[src/rtl/lcb_consts.vh]
// constants of the logical and conditional branch execute slice
`ifndef LCB_CONSTS_VH
`define LCB_CONSTS_VH
// major opcodes, instruction bits 0..5 (bit 0 is the msb)
`define LCB_OP_ANDI 6'h29
`define LCB_OP_AND_COMPLEMENT_REG_OP 6'h23
`define LCB_OP_ANDNI 6'h2B
`define LCB_OP_BCC_REG 6'h27
`define LCB_OP_BCC_IMM 6'h2F
// condition codes, instruction bits 7..10
`define LCB_CC_EQ 4'h0
`define LCB_CC_NE 4'h1
`define LCB_CC_LT 4'h2
`define LCB_CC_LE 4'h3
`define LCB_CC_GT 4'h4
`define LCB_CC_GE 4'h5
// field positions, lsb numbering
`define LCB_OPC_HI 31
`define LCB_OPC_LO 26
`define LCB_RD_HI 25
`define LCB_RD_LO 21
`define LCB_RA_HI 20
`define LCB_RA_LO 16
`define LCB_RB_HI 15
`define LCB_RB_LO 11
`define LCB_DBIT 25
`define LCB_CC_HI 24
`define LCB_CC_LO 21
`define LCB_IMM_HI 15
`define LCB_IMM_LO 0
// execution latencies in cycles
`define LCB_LAT_LOGIC 2'h1
`define LCB_LAT_NOT_TAKEN 2'h1
`define LCB_LAT_TAKEN_DELAY 2'h2
`define LCB_LAT_TAKEN_NODELAY 2'h3
// pc reset value and pc step
`define LCB_PC_RESET 32'h00000000
`define LCB_PC_STEP 32'h00000004
`endif

[src/rtl/lcb_regfile.v]
// register file holding the general purpose registers, registered read ports
`timescale 1ns/1ps
module lcb_regfile #(
   parameter DATA_W = 32,
   parameter ADDR_W = 5
) (
   input wire sys_clk_in,
   input wire wr_en_in,
   input wire [ADDR_W-1:0] wr_addr_in,
   input wire [DATA_W-1:0] wr_data_in,
   input wire [ADDR_W-1:0] rd_a_addr_in,
   input wire [ADDR_W-1:0] rd_b_addr_in,
   output reg [DATA_W-1:0] rd_a_data_out,
   output reg [DATA_W-1:0] rd_b_data_out
);
   reg [DATA_W-1:0] mem_r [0:(1<<ADDR_W)-1];
   integer i;

   // register zero reads as zero always
   initial begin
      for (i = 0; i < (1<<ADDR_W); i = i + 1) begin
         mem_r[i] = {DATA_W{1'b0}};
      end
   end

   // write port, writes to register zero dropped
   always @(posedge sys_clk_in) begin
      if (wr_en_in && (wr_addr_in != {ADDR_W{1'b0}})) begin
         mem_r[wr_addr_in] <= wr_data_in;
      end
   end

   // read ports, data out of a register
   always @(posedge sys_clk_in) begin
      rd_a_data_out <= mem_r[rd_a_addr_in];
      rd_b_data_out <= mem_r[rd_b_addr_in];
   end
endmodule // lcb_regfile

[src/rtl/lcb_exec.v]
// decode and execute of and-immediate, and-not forms and conditional branches
//
// What this block does
// - and-immediate: first source AND sign-extended 16-bit immediate into destination.
// - and-not: first source AND complement of second source into destination.
// - and-not-immediate: first source AND complement of sign-extended immediate.
// - branch-equal register form: pc plus second source if first is zero, else plus 4.
// - immediate branch forms: target is pc plus sign-extended 16-bit immediate.
// - greater-or-equal branches taken only when first source is at least zero.
// - greater-than branches taken only when first source is above zero.
// - less-or-equal branches taken only when first source is at most zero.
// - delay bit set: following instruction completes before the target.
// - delay bit clear: following instruction squashed, target executes next.
// - delay control is instruction bit 6, set by the with-delay variants.
// - a not-taken conditional branch takes one cycle.
// - a taken branch with delay bit set takes two cycles.
// - a taken branch with delay bit clear takes three cycles.
`timescale 1ns/1ps
`include "lcb_consts.vh"
module lcb_exec #(
   parameter DATA_W = 32,
   parameter ADDR_W = 5
) (
   input wire sys_clk_in,
   input wire rst_in,
   input wire instr_valid_in,
   input wire [31:0] instr_in,
   output reg instr_ready_out,
   output reg [31:0] pc_out,
   output reg done_out,
   output reg branch_taken_out,
   output reg squash_out,
   output reg illegal_out,
   output reg wr_en_out,
   output reg [ADDR_W-1:0] wr_addr_out,
   output reg [DATA_W-1:0] wr_data_out
);
   // ****************************************************************
   // decode and state
   // ****************************************************************
   localparam ST_IDLE = 2'h0;
   localparam ST_READ = 2'h1;
   localparam ST_EXEC = 2'h2;
   localparam ST_WAIT = 2'h3;

   reg [1:0] state_r;
   reg [1:0] state_nxt;
   reg [31:0] instr_r;
   reg [1:0] wait_r;
   reg [1:0] wait_nxt;
   reg squash_pend_r;
   reg squash_pend_nxt;
   wire [DATA_W-1:0] first_source_register;
   wire [DATA_W-1:0] second_source_register;
   wire [5:0] opc;
   wire [3:0] cc;
   wire delay_bit;
   wire [DATA_W-1:0] imm_ext;
   wire cond_true;

   // sign-extend a 16-bit immediate
   function [DATA_W-1:0] sext16;
      input [15:0] v;
      begin
         sext16 = {{(DATA_W-16){v[15]}}, v};
      end
   endfunction

   // signed comparison against zero by condition code
   function cond_eval;
      input [3:0] code;
      input [DATA_W-1:0] v;
      reg neg;
      reg zero;
      begin
         neg = v[DATA_W-1];
         zero = (v == {DATA_W{1'b0}});
         case (code)
            `LCB_CC_EQ: cond_eval = zero;
            `LCB_CC_NE: cond_eval = !zero;
            `LCB_CC_LT: cond_eval = neg;
            `LCB_CC_LE: cond_eval = neg || zero;
            `LCB_CC_GT: cond_eval = !neg && !zero;
            `LCB_CC_GE: cond_eval = !neg;
            default: cond_eval = 1'b0;
         endcase
      end
   endfunction

   assign opc = instr_r[`LCB_OPC_HI:`LCB_OPC_LO];
   assign cc = instr_r[`LCB_CC_HI:`LCB_CC_LO];
   assign delay_bit = instr_r[`LCB_DBIT];
   assign imm_ext = sext16(instr_r[`LCB_IMM_HI:`LCB_IMM_LO]);
   assign cond_true = cond_eval(cc, first_source_register);

   // ****************************************************************
   // register file
   // ****************************************************************
   lcb_regfile #(
      .DATA_W(DATA_W),
      .ADDR_W(ADDR_W)
   ) u_regfile (
      .sys_clk_in(sys_clk_in),
      .wr_en_in(wr_en_out),
      .wr_addr_in(wr_addr_out),
      .wr_data_in(wr_data_out),
      .rd_a_addr_in(instr_r[`LCB_RA_HI:`LCB_RA_LO]),
      .rd_b_addr_in(instr_r[`LCB_RB_HI:`LCB_RB_LO]),
      .rd_a_data_out(first_source_register),
      .rd_b_data_out(second_source_register)
   );

   // ****************************************************************
   // sequencing
   // ****************************************************************
   // next state: idle takes, read fetches operands, exec acts, wait burns cycles
   always @* begin
      state_nxt = state_r;
      wait_nxt = wait_r;
      squash_pend_nxt = squash_pend_r;
      case (state_r)
         ST_IDLE: begin
            if (instr_valid_in) begin
               state_nxt = ST_READ;
            end
         end
         ST_READ: begin
            state_nxt = ST_EXEC;
         end
         ST_EXEC: begin
            state_nxt = ST_IDLE;
            if (((opc == `LCB_OP_BCC_REG) || (opc == `LCB_OP_BCC_IMM)) && cond_true) begin
               if (delay_bit) begin
                  wait_nxt = `LCB_LAT_TAKEN_DELAY - 2'h1;
               end else begin
                  wait_nxt = `LCB_LAT_TAKEN_NODELAY - 2'h1;
                  squash_pend_nxt = 1'b1;
               end
               state_nxt = ST_WAIT;
            end
         end
         ST_WAIT: begin
            wait_nxt = wait_r - 2'h1;
            if (wait_r == 2'h1) begin
               state_nxt = ST_IDLE;
               squash_pend_nxt = 1'b0;
            end
         end
         default: begin
            state_nxt = ST_IDLE;
         end
      endcase
   end

   // state registers and outputs
   always @(posedge sys_clk_in) begin
      if (rst_in) begin
         state_r <= ST_IDLE;
         wait_r <= 2'h0;
         squash_pend_r <= 1'b0;
         instr_r <= 32'h00000000;
         instr_ready_out <= 1'b1;
         pc_out <= `LCB_PC_RESET;
         done_out <= 1'b0;
         branch_taken_out <= 1'b0;
         squash_out <= 1'b0;
         illegal_out <= 1'b0;
         wr_en_out <= 1'b0;
         wr_addr_out <= {ADDR_W{1'b0}};
         wr_data_out <= {DATA_W{1'b0}};
      end else begin
         state_r <= state_nxt;
         wait_r <= wait_nxt;
         squash_pend_r <= squash_pend_nxt;
         done_out <= 1'b0;
         branch_taken_out <= 1'b0;
         squash_out <= 1'b0;
         illegal_out <= 1'b0;
         wr_en_out <= 1'b0;
         instr_ready_out <= (state_nxt == ST_IDLE);
         // take an instruction
         if ((state_r == ST_IDLE) && instr_valid_in) begin
            instr_r <= instr_in;
         end
         // execute with operands now read
         if (state_r == ST_EXEC) begin
            case (opc)
               `LCB_OP_ANDI: begin
                  wr_en_out <= 1'b1;
                  wr_addr_out <= instr_r[`LCB_RD_HI:`LCB_RD_LO];
                  wr_data_out <= first_source_register & imm_ext;
                  pc_out <= pc_out + `LCB_PC_STEP;
                  done_out <= 1'b1;
               end
               `LCB_OP_AND_COMPLEMENT_REG_OP: begin
                  wr_en_out <= 1'b1;
                  wr_addr_out <= instr_r[`LCB_RD_HI:`LCB_RD_LO];
                  wr_data_out <= first_source_register & ~second_source_register;
                  pc_out <= pc_out + `LCB_PC_STEP;
                  done_out <= 1'b1;
               end
               `LCB_OP_ANDNI: begin
                  wr_en_out <= 1'b1;
                  wr_addr_out <= instr_r[`LCB_RD_HI:`LCB_RD_LO];
                  wr_data_out <= first_source_register & ~imm_ext;
                  pc_out <= pc_out + `LCB_PC_STEP;
                  done_out <= 1'b1;
               end
               `LCB_OP_BCC_REG, `LCB_OP_BCC_IMM: begin
                  if (cond_true) begin
                     branch_taken_out <= 1'b1;
                     if (opc == `LCB_OP_BCC_REG) begin
                        pc_out <= pc_out + second_source_register;
                     end else begin
                        pc_out <= pc_out + imm_ext;
                     end
                  end else begin
                     pc_out <= pc_out + `LCB_PC_STEP;
                     done_out <= 1'b1;
                  end
               end
               default: begin
                  illegal_out <= 1'b1;
                  pc_out <= pc_out + `LCB_PC_STEP;
                  done_out <= 1'b1;
               end
            endcase
         end
         // end of a taken branch; slot instruction kept when delay bit set
         if ((state_r == ST_WAIT) && (wait_r == 2'h1)) begin
            done_out <= 1'b1;
            squash_out <= squash_pend_r;
         end
      end
   end
endmodule // lcb_exec

[config.mk]
export PLATFORM = sky130hd
export DESIGN_NAME = lcb_exec
export DESIGN_NICKNAME = d
export VERILOG_FILES = /design/src/rtl/lcb_regfile.v /design/src/rtl/lcb_exec.v
export VERILOG_INCLUDE_DIRS = /design/src /design/src/rtl
export SDC_FILE = /design/constraint.sdc
export NUM_CORES = 2
export LEC_CHECK = 0
export BUFFER_PORTS_ARGS = -buffer_cell sky130_fd_sc_hd__buf_2
export CORE_MARGIN = 5
export CORE_UTILIZATION = 35
export CTS_BUF_LIST = sky130_fd_sc_hd__clkbuf_2
export CTS_CLUSTER_DIAMETER = 120
export DETAILED_ROUTE_END_ITERATION = 6
export PLACE_DENSITY = 0.55
export SYNTH_ARGS = -nofsm -noshare
export SYNTH_HDL_FRONTEND = slang
export SYNTH_SLANG_ARGS = --single-unit
[constraint.sdc]
create_clock -name sys_clk_in -period 3.9 [get_ports sys_clk_in]
set_input_delay 0.39 -clock sys_clk_in [delete_from_list [all_inputs] [get_ports sys_clk_in]]
set_output_delay 0.39 -clock sys_clk_in [all_outputs]
set_load 0.03 [all_outputs]
; Word level (Yosys, flattened, before mapping)
; Memory sizes are Yosys's and may differ from the RTL's. A register that Yosys moved wholly into a read port is not among the register bits.
; Cells that the tools add are included.
[totals]
regBits = 112
latch_bits = 0
ram_bits = 1024
romBits = 0
out_inout_bits = 75
wordCells = 94
n_memories = 1
[op_classes]
add_sub_neg = 4
multipliers = 0
div = 0
order_cmp = 0
n_eq_ne = 17
n_shift = 0
mux = 25
n_bitwise = 8
n_reduce_logical = 26
[mem_list]
columns = name, depth, word_bits, read_ports, rd_clocked_by_memory_dff, wr, line
row1 = u_regfile.mem_r, 32, 32, 2, 2, 1, lcb_regfile.v:16  ; reg [DATA_W-1:0] mem_r [0:(1<<ADDR_W)-1];
[ops]
columns = op, n
row1 = $and A32 B32 Y32, 3
row2 = $mux W32, 3
row3 = $pmux W32 S3, 1
row4 = $add A32 B32 Y32, 2
row5 = $not A32 Y32, 2
row6 = $add A32 B3 Y32 const B, 1
row7 = $logic_not A32 Y1, 1
row8 = $eq A6 B6 Y1 const B, 5
row9 = $mux W1, 12
row10 = $mux W2, 5
row11 = $eq A4 B2 Y1 const B, 2
row12 = $eq A4 B3 Y1 const B, 2
row13 = $pmux W2 S4, 1
row14 = $ne A2 B2 Y1 const B, 3
row15 = $pmux W1 S6, 1
row16 = $reduce_and A2 Y1, 3
row17 = $reduce_or A2 Y1, 3
row18 = $reduce_or A3 Y1, 2
row19 = $logic_and A1 B1 Y1, 5
row20 = $reduce_bool A5 Y1, 1
row21 = $reduce_or A5 Y1, 1
row22 = $eq A2 B1 Y1 const B, 2
row23 = $eq A2 B2 Y1 const B, 2
row24 = $eq A4 B1 Y1 const B, 1
row25 = 11 further kinds, 16

; Logic depth before layout (Yosys ltp)
[depth]
ltp_word = 8
depth_mapped = 17

; Modules after synthesis
; A second synthesis with hierarchy kept.
[unflattened]
cells_unflattened = 4413
hier_area_um2 = 57363.8
[modules_own_cells]
columns = mod, instances, cells_per_inst, area_per_inst_um2
row1 = lcb_regfile, 1, 3450, 50066.8
row2 = lcb_exec, 1, 963, 7297.0

; Worst setup path after synthesis
; Ideal clock, no wire load.
[synth_timing]
kind = flip-flop to flip-flop
startpoint = register instr_r[30]
endpoint = register pc_out[26]
setup_time_ps = 86
arrival_time_ps = 3992
required_time_ps = 3814
path_slack_ps = -177
path_stages_with_launch = 17
n_path_buf = 2
cell_sequence = dfxtp_1 > nand3b_4 > or2_0 > clkbuf_1 > nor2_1 > clkbuf_1 > mux2_2 > ha_1 > fa_1 > a21o_1 > a221oi_1 > o211ai_1 > o211ai_1 > nand2_1 > a41oi_1 > xor2_1 > a211oi_1
[synth_via]
elab_chain_len = 4
elab_cells_between_ends = 6
classes_between = 2 x eq/ne / 3 x mux / 1 x reduce/logical
[synth_lines]
columns = element, line
row1 = from (decl), lcb_exec.v:48  ; reg [31:0] instr_r;
row2 = from (signal assigned), lcb_exec.v:183  ; instr_r <= instr_in;
row3 = $eq A6 B6 Y1, lcb_exec.v:187  ; case (opc)
row4 = $mux W32, lcb_exec.v:212  ; if (opc == `LCB_OP_BCC_REG) begin
row5 = $mux W32, lcb_exec.v:210  ; if (cond_true) begin
row6 = $mux W32 (*), n/a
row7 = to (signal assigned), lcb_exec.v:192  ; pc_out <= pc_out + `LCB_PC_STEP;
row8 = to (signal assigned), lcb_exec.v:213  ; pc_out <= pc_out + second_source_register;
row9 = to (signal assigned), lcb_exec.v:215  ; pc_out <= pc_out + imm_ext;
row10 = to (decl), lcb_exec.v:29  ; output reg [31:0] pc_out,
; Mark *: on every way between the ends. The rest lies on a longest branch, timed or not.
; A chain may end at the register's enable or synchronous reset.

; Worst setup path after layout
[layout_timing]
startpoint = register instr_r[26]
endpoint = register pc_out[26]
; The elaborated chain is that of the path after synthesis.

==> flow_metrics.tcl <==
set metrics [dict create \
    crit_fanout 16 \
    cp.required_ps 5380 \
    port-buffer-count 109 \
    place_congestion 0.820 \
    grt_pass1_wl_um 250000 \
    drc_errors 0 \
    cp.arrival_ps 5190 \
    gr-total-overflow 0 \
    synthTopCellsByArea "edfxtp_1, mux4_2, dfxtp_1" \
    reg2reg_from "instr_r[26]$_SDFFE_PP0P_" \
    powerDensity_mw_per_mm2 396 \
    ys.warnings.count 0 \
    timing.clock.skew_ps 147 \
    post-route-util_pct 40.5 \
    cts_buffers 333 \
    grt_pass1_vias 35100 \
    maxSlewHeadroom_pct 20.5 \
    syn_inst 3005 \
    leakagePower_nw 21.2 \
    ys.flop_type "edfxtp_1" \
    yosys-top-cells-count "edfxtp_1, mux4_2, nand2_1" \
    viasPerCell 5.71 \
    grt_usage_pct 20.6 \
    coreArea_mm2 0.158 \
    clock_latency_ps 1630 \
    ys_seq_area_share_pct 61.9 \
    drt_wl_total_um 173000 \
    multi_input_area_mm2 0.0205 \
    regArea_mm2 0.0343 \
    cts_tree "yes" \
    syn_to_final_growth_pct 15.5 \
    synth_most_common_cell "edfxtp_1" \
    initialDrtViolationCount 3223 \
    num_vias 33500 \
    startpoint_type "flop" \
    outcome "finished, final reports clean" \
    ys_types 81 \
    period_minus_slack_ps 3710 \
    ir_drop_mv 0.252 \
    fin_setup_tns_ps 0 \
    cts_sinks 1200 \
    syn-cell-area_mm2 0.0554 \
    clockBufferDepth 4 \
    synth_seq_cells 1200 \
    tightestPinTransition_ps 1190 \
    grt_setup_unrepaired "false" \
    dp_hpwl_um 101000 \
    first_pass_iters 5 \
    cap_viol_max_count 0 \
    hold_slack_ps 441 \
    synth_edf_count 1024 \
    synth_area_leader_cell "edfxtp_1" \
    nets 3637 \
    h-tree-depth 5 \
    dieArea_mm2 0.166 \
    clk_pin_slew_worst_paths_ps 110 \
    setup_viol 0 \
    die_h_um 408 \
    fillers 14400 \
    drive_above_1_share_pct 41.5 \
    yosysTopAreaCellShare_pct 55.5 \
    slew_viol_final 0 \
    cts-root-buf "clkbuf_2" \
    initial_core_util_pct 35.1 \
    cp-end-kind "flop" \
    hold_violations 0 \
    ant_nets 0 \
    syn_area_per_cell_um2 18.4 \
    pin_count 110 \
    finalCritPeriodShare_pct 95.2 \
    antenna_found_initial 8 \
    avgRoutedWirePerCell_um 29.4 \
    fmax_mhz 269 \
    crit_start "instr_r[26]$_SDFFE_PP0P_" \
    synthArstFlopShare_pct 0 \
    grt_max_degree 90 \
    min_path_type "reg2reg" \
    min-delay-start "squash_pend_r$_SDFFE_PP0P_" \
    num_rows 146 \
    timing_worst_setup_path_type "reg2reg" \
    die_x_um 408 \
]
per-layer routing:
layer / part of all wire (%) / track usage, % / wire, um
met5: 0 / 0 / 0
met4: 1.8 / 5.20 / 3080
met3: 8.7 / 5.27 / 15100
met2: 48 / 33.5 / 83600
met1: 41 / 27.9 / 71100
cell families after synthesis:
kind of cell / after synthesis / synth area share [%]
adder cells (fa/ha/maj): 37 / 0.850
AND/OR/NAND/NOR: 499 / 4.09
other: 1 / 0.00677
XOR/XNOR: 40 / 0.633
flip-flops: 1200 / 61.9
buffers and inverters: 232 / 1.77
AO/OA/AOI/OAI: 285 / 3.27
multiplexers: 711 / 27.5
report_power, final:
group / internal (mW) / switching [mW] / leakage (nW)
combinational: 1.24 / 1.12 / 7.95
clock: 3.51 / 5.28 / 2.26
sequential: 13.9 / 0.308 / 11.0
placed cells by master, fill, tap and decap left out, types with 5 or more instances in the layout:
| cell | Yosys | final |
|---|---|---|
| buf_4 | 5 | 137 |
| clkinv_1 | 0 | 54 |
| a21o_1 | 30 | 30 |
| a211oi_1 | 16 | 16 |
| or3_1 | 10 | 9 |
| buf_2 | 51 | 108 |
| mux2i_1 | 8 | 8 |
| edfxtp_1 | 1024 | 1024 |
| nand2_1 | 254 | 254 |
| nor4_1 | 10 | 10 |
| dlygate4sd3_1 | 0 | 132 |
| mux4_2 | 640 | 640 |
| and3_1 | 12 | 11 |
| dfxtp_1 | 176 | 164 |
| nor3_1 | 21 | 15 |
| xnor2_1 | 25 | 25 |
| nor3_2 | 0 | 6 |
| ha_1 | 36 | 35 |
| buf_12 | 0 | 35 |
| clkinv_2 | 0 | 13 |
| xor2_1 | 15 | 15 |
| o211ai_1 | 5 | 5 |
| a32oi_1 | 17 | 17 |
| nand2b_1 | 6 | 6 |
| dfxtp_4 | 0 | 8 |
| o21a_1 | 8 | 8 |
| a21oi_1 | 104 | 103 |
| nand3b_1 | 7 | 7 |
| a31oi_1 | 7 | 7 |
| conb_1 | 1 | 32 |
| clkbuf_2 | 2 | 500 |
| and2_1 | 8 | 8 |
| nand3_1 | 30 | 30 |
| mux2_2 | 62 | 62 |
| inv_1 | 11 | 11 |
| nand4_1 | 12 | 12 |
| nor2_4 | 1 | 27 |
| inv_2 | 1 | 5 |
| nor2_1 | 99 | 73 |
| o21ai_0 | 54 | 54 |
path summary, 6_finish.rpt:
kind	endpoint	slack, ps	cells after the start
worst max register to register	pc_out[26]$_SDFFE_PP0N_	190	14
worst min register to register	squash_out$_SDFF_PP0_	440	2
worst max-delay path	pc_out[26]$_SDFFE_PP0N_	190	14
worst min-delay path	squash_out$_SDFF_PP0_	440	2
state kept, by name, indices dropped and copies added, names as in the netlist, 2 cells and up:
register	flops
u_regfile.mem_r	1024
wr_data_out	32
wait_r	2
pc_out	32
wr_addr_out	5
state_r	2
u_regfile.rd_b_data_out	32
u_regfile.rd_a_data_out	32
instr_r	32
area by class of cell:
type,count,share of cell area [%]
diodes,3,0.0117
clock inverters,73,0.536
clock buffers,500,3.91
flip-flops and latches,1200,53.7
multi-input cells,1604,32.1
repair buffers,414,5.68
inverters,12,0.0704
well taps,2072,4.05
critical path: stages (launching register included):
cell      delay (ps)
dfxtp_1          390
nand3b_4         120
or2_1            280
nor2_4           110
buf_6            190
mux2_2           390
ha_1             340
a21oi_1          220
o21ai_0          170
or4_1            440
o211ai_1         270
nand2_1          150
a41oi_2          230
xor2_1            80
a211oi_1         220
stage by stage:
step           worst slack [ps]  instances  power [mW]  instance area, um^2
3_3_place_gp               78.2       5164        16.7                59600
6_report                    189       5878        25.3                63900
2_1_floorplan               102       3036        15.9                55500
4_1_cts                    32.1       5871        25.6                63900
5_1_grt                    6.11       5878        26.6                63900
3_5_place_dp               48.8       5164        16.7                59600
timing repair:
action / 4_1_cts / 5_1_grt
setup buffers: 0 / 4
endpoints found under the hold margin: 112 / 0
gates resized for setup: 0 / 9
endpoints found under the setup margin: 0 / 13
hold buffers: 134 / 0
(Power assumes the default switching activity.)
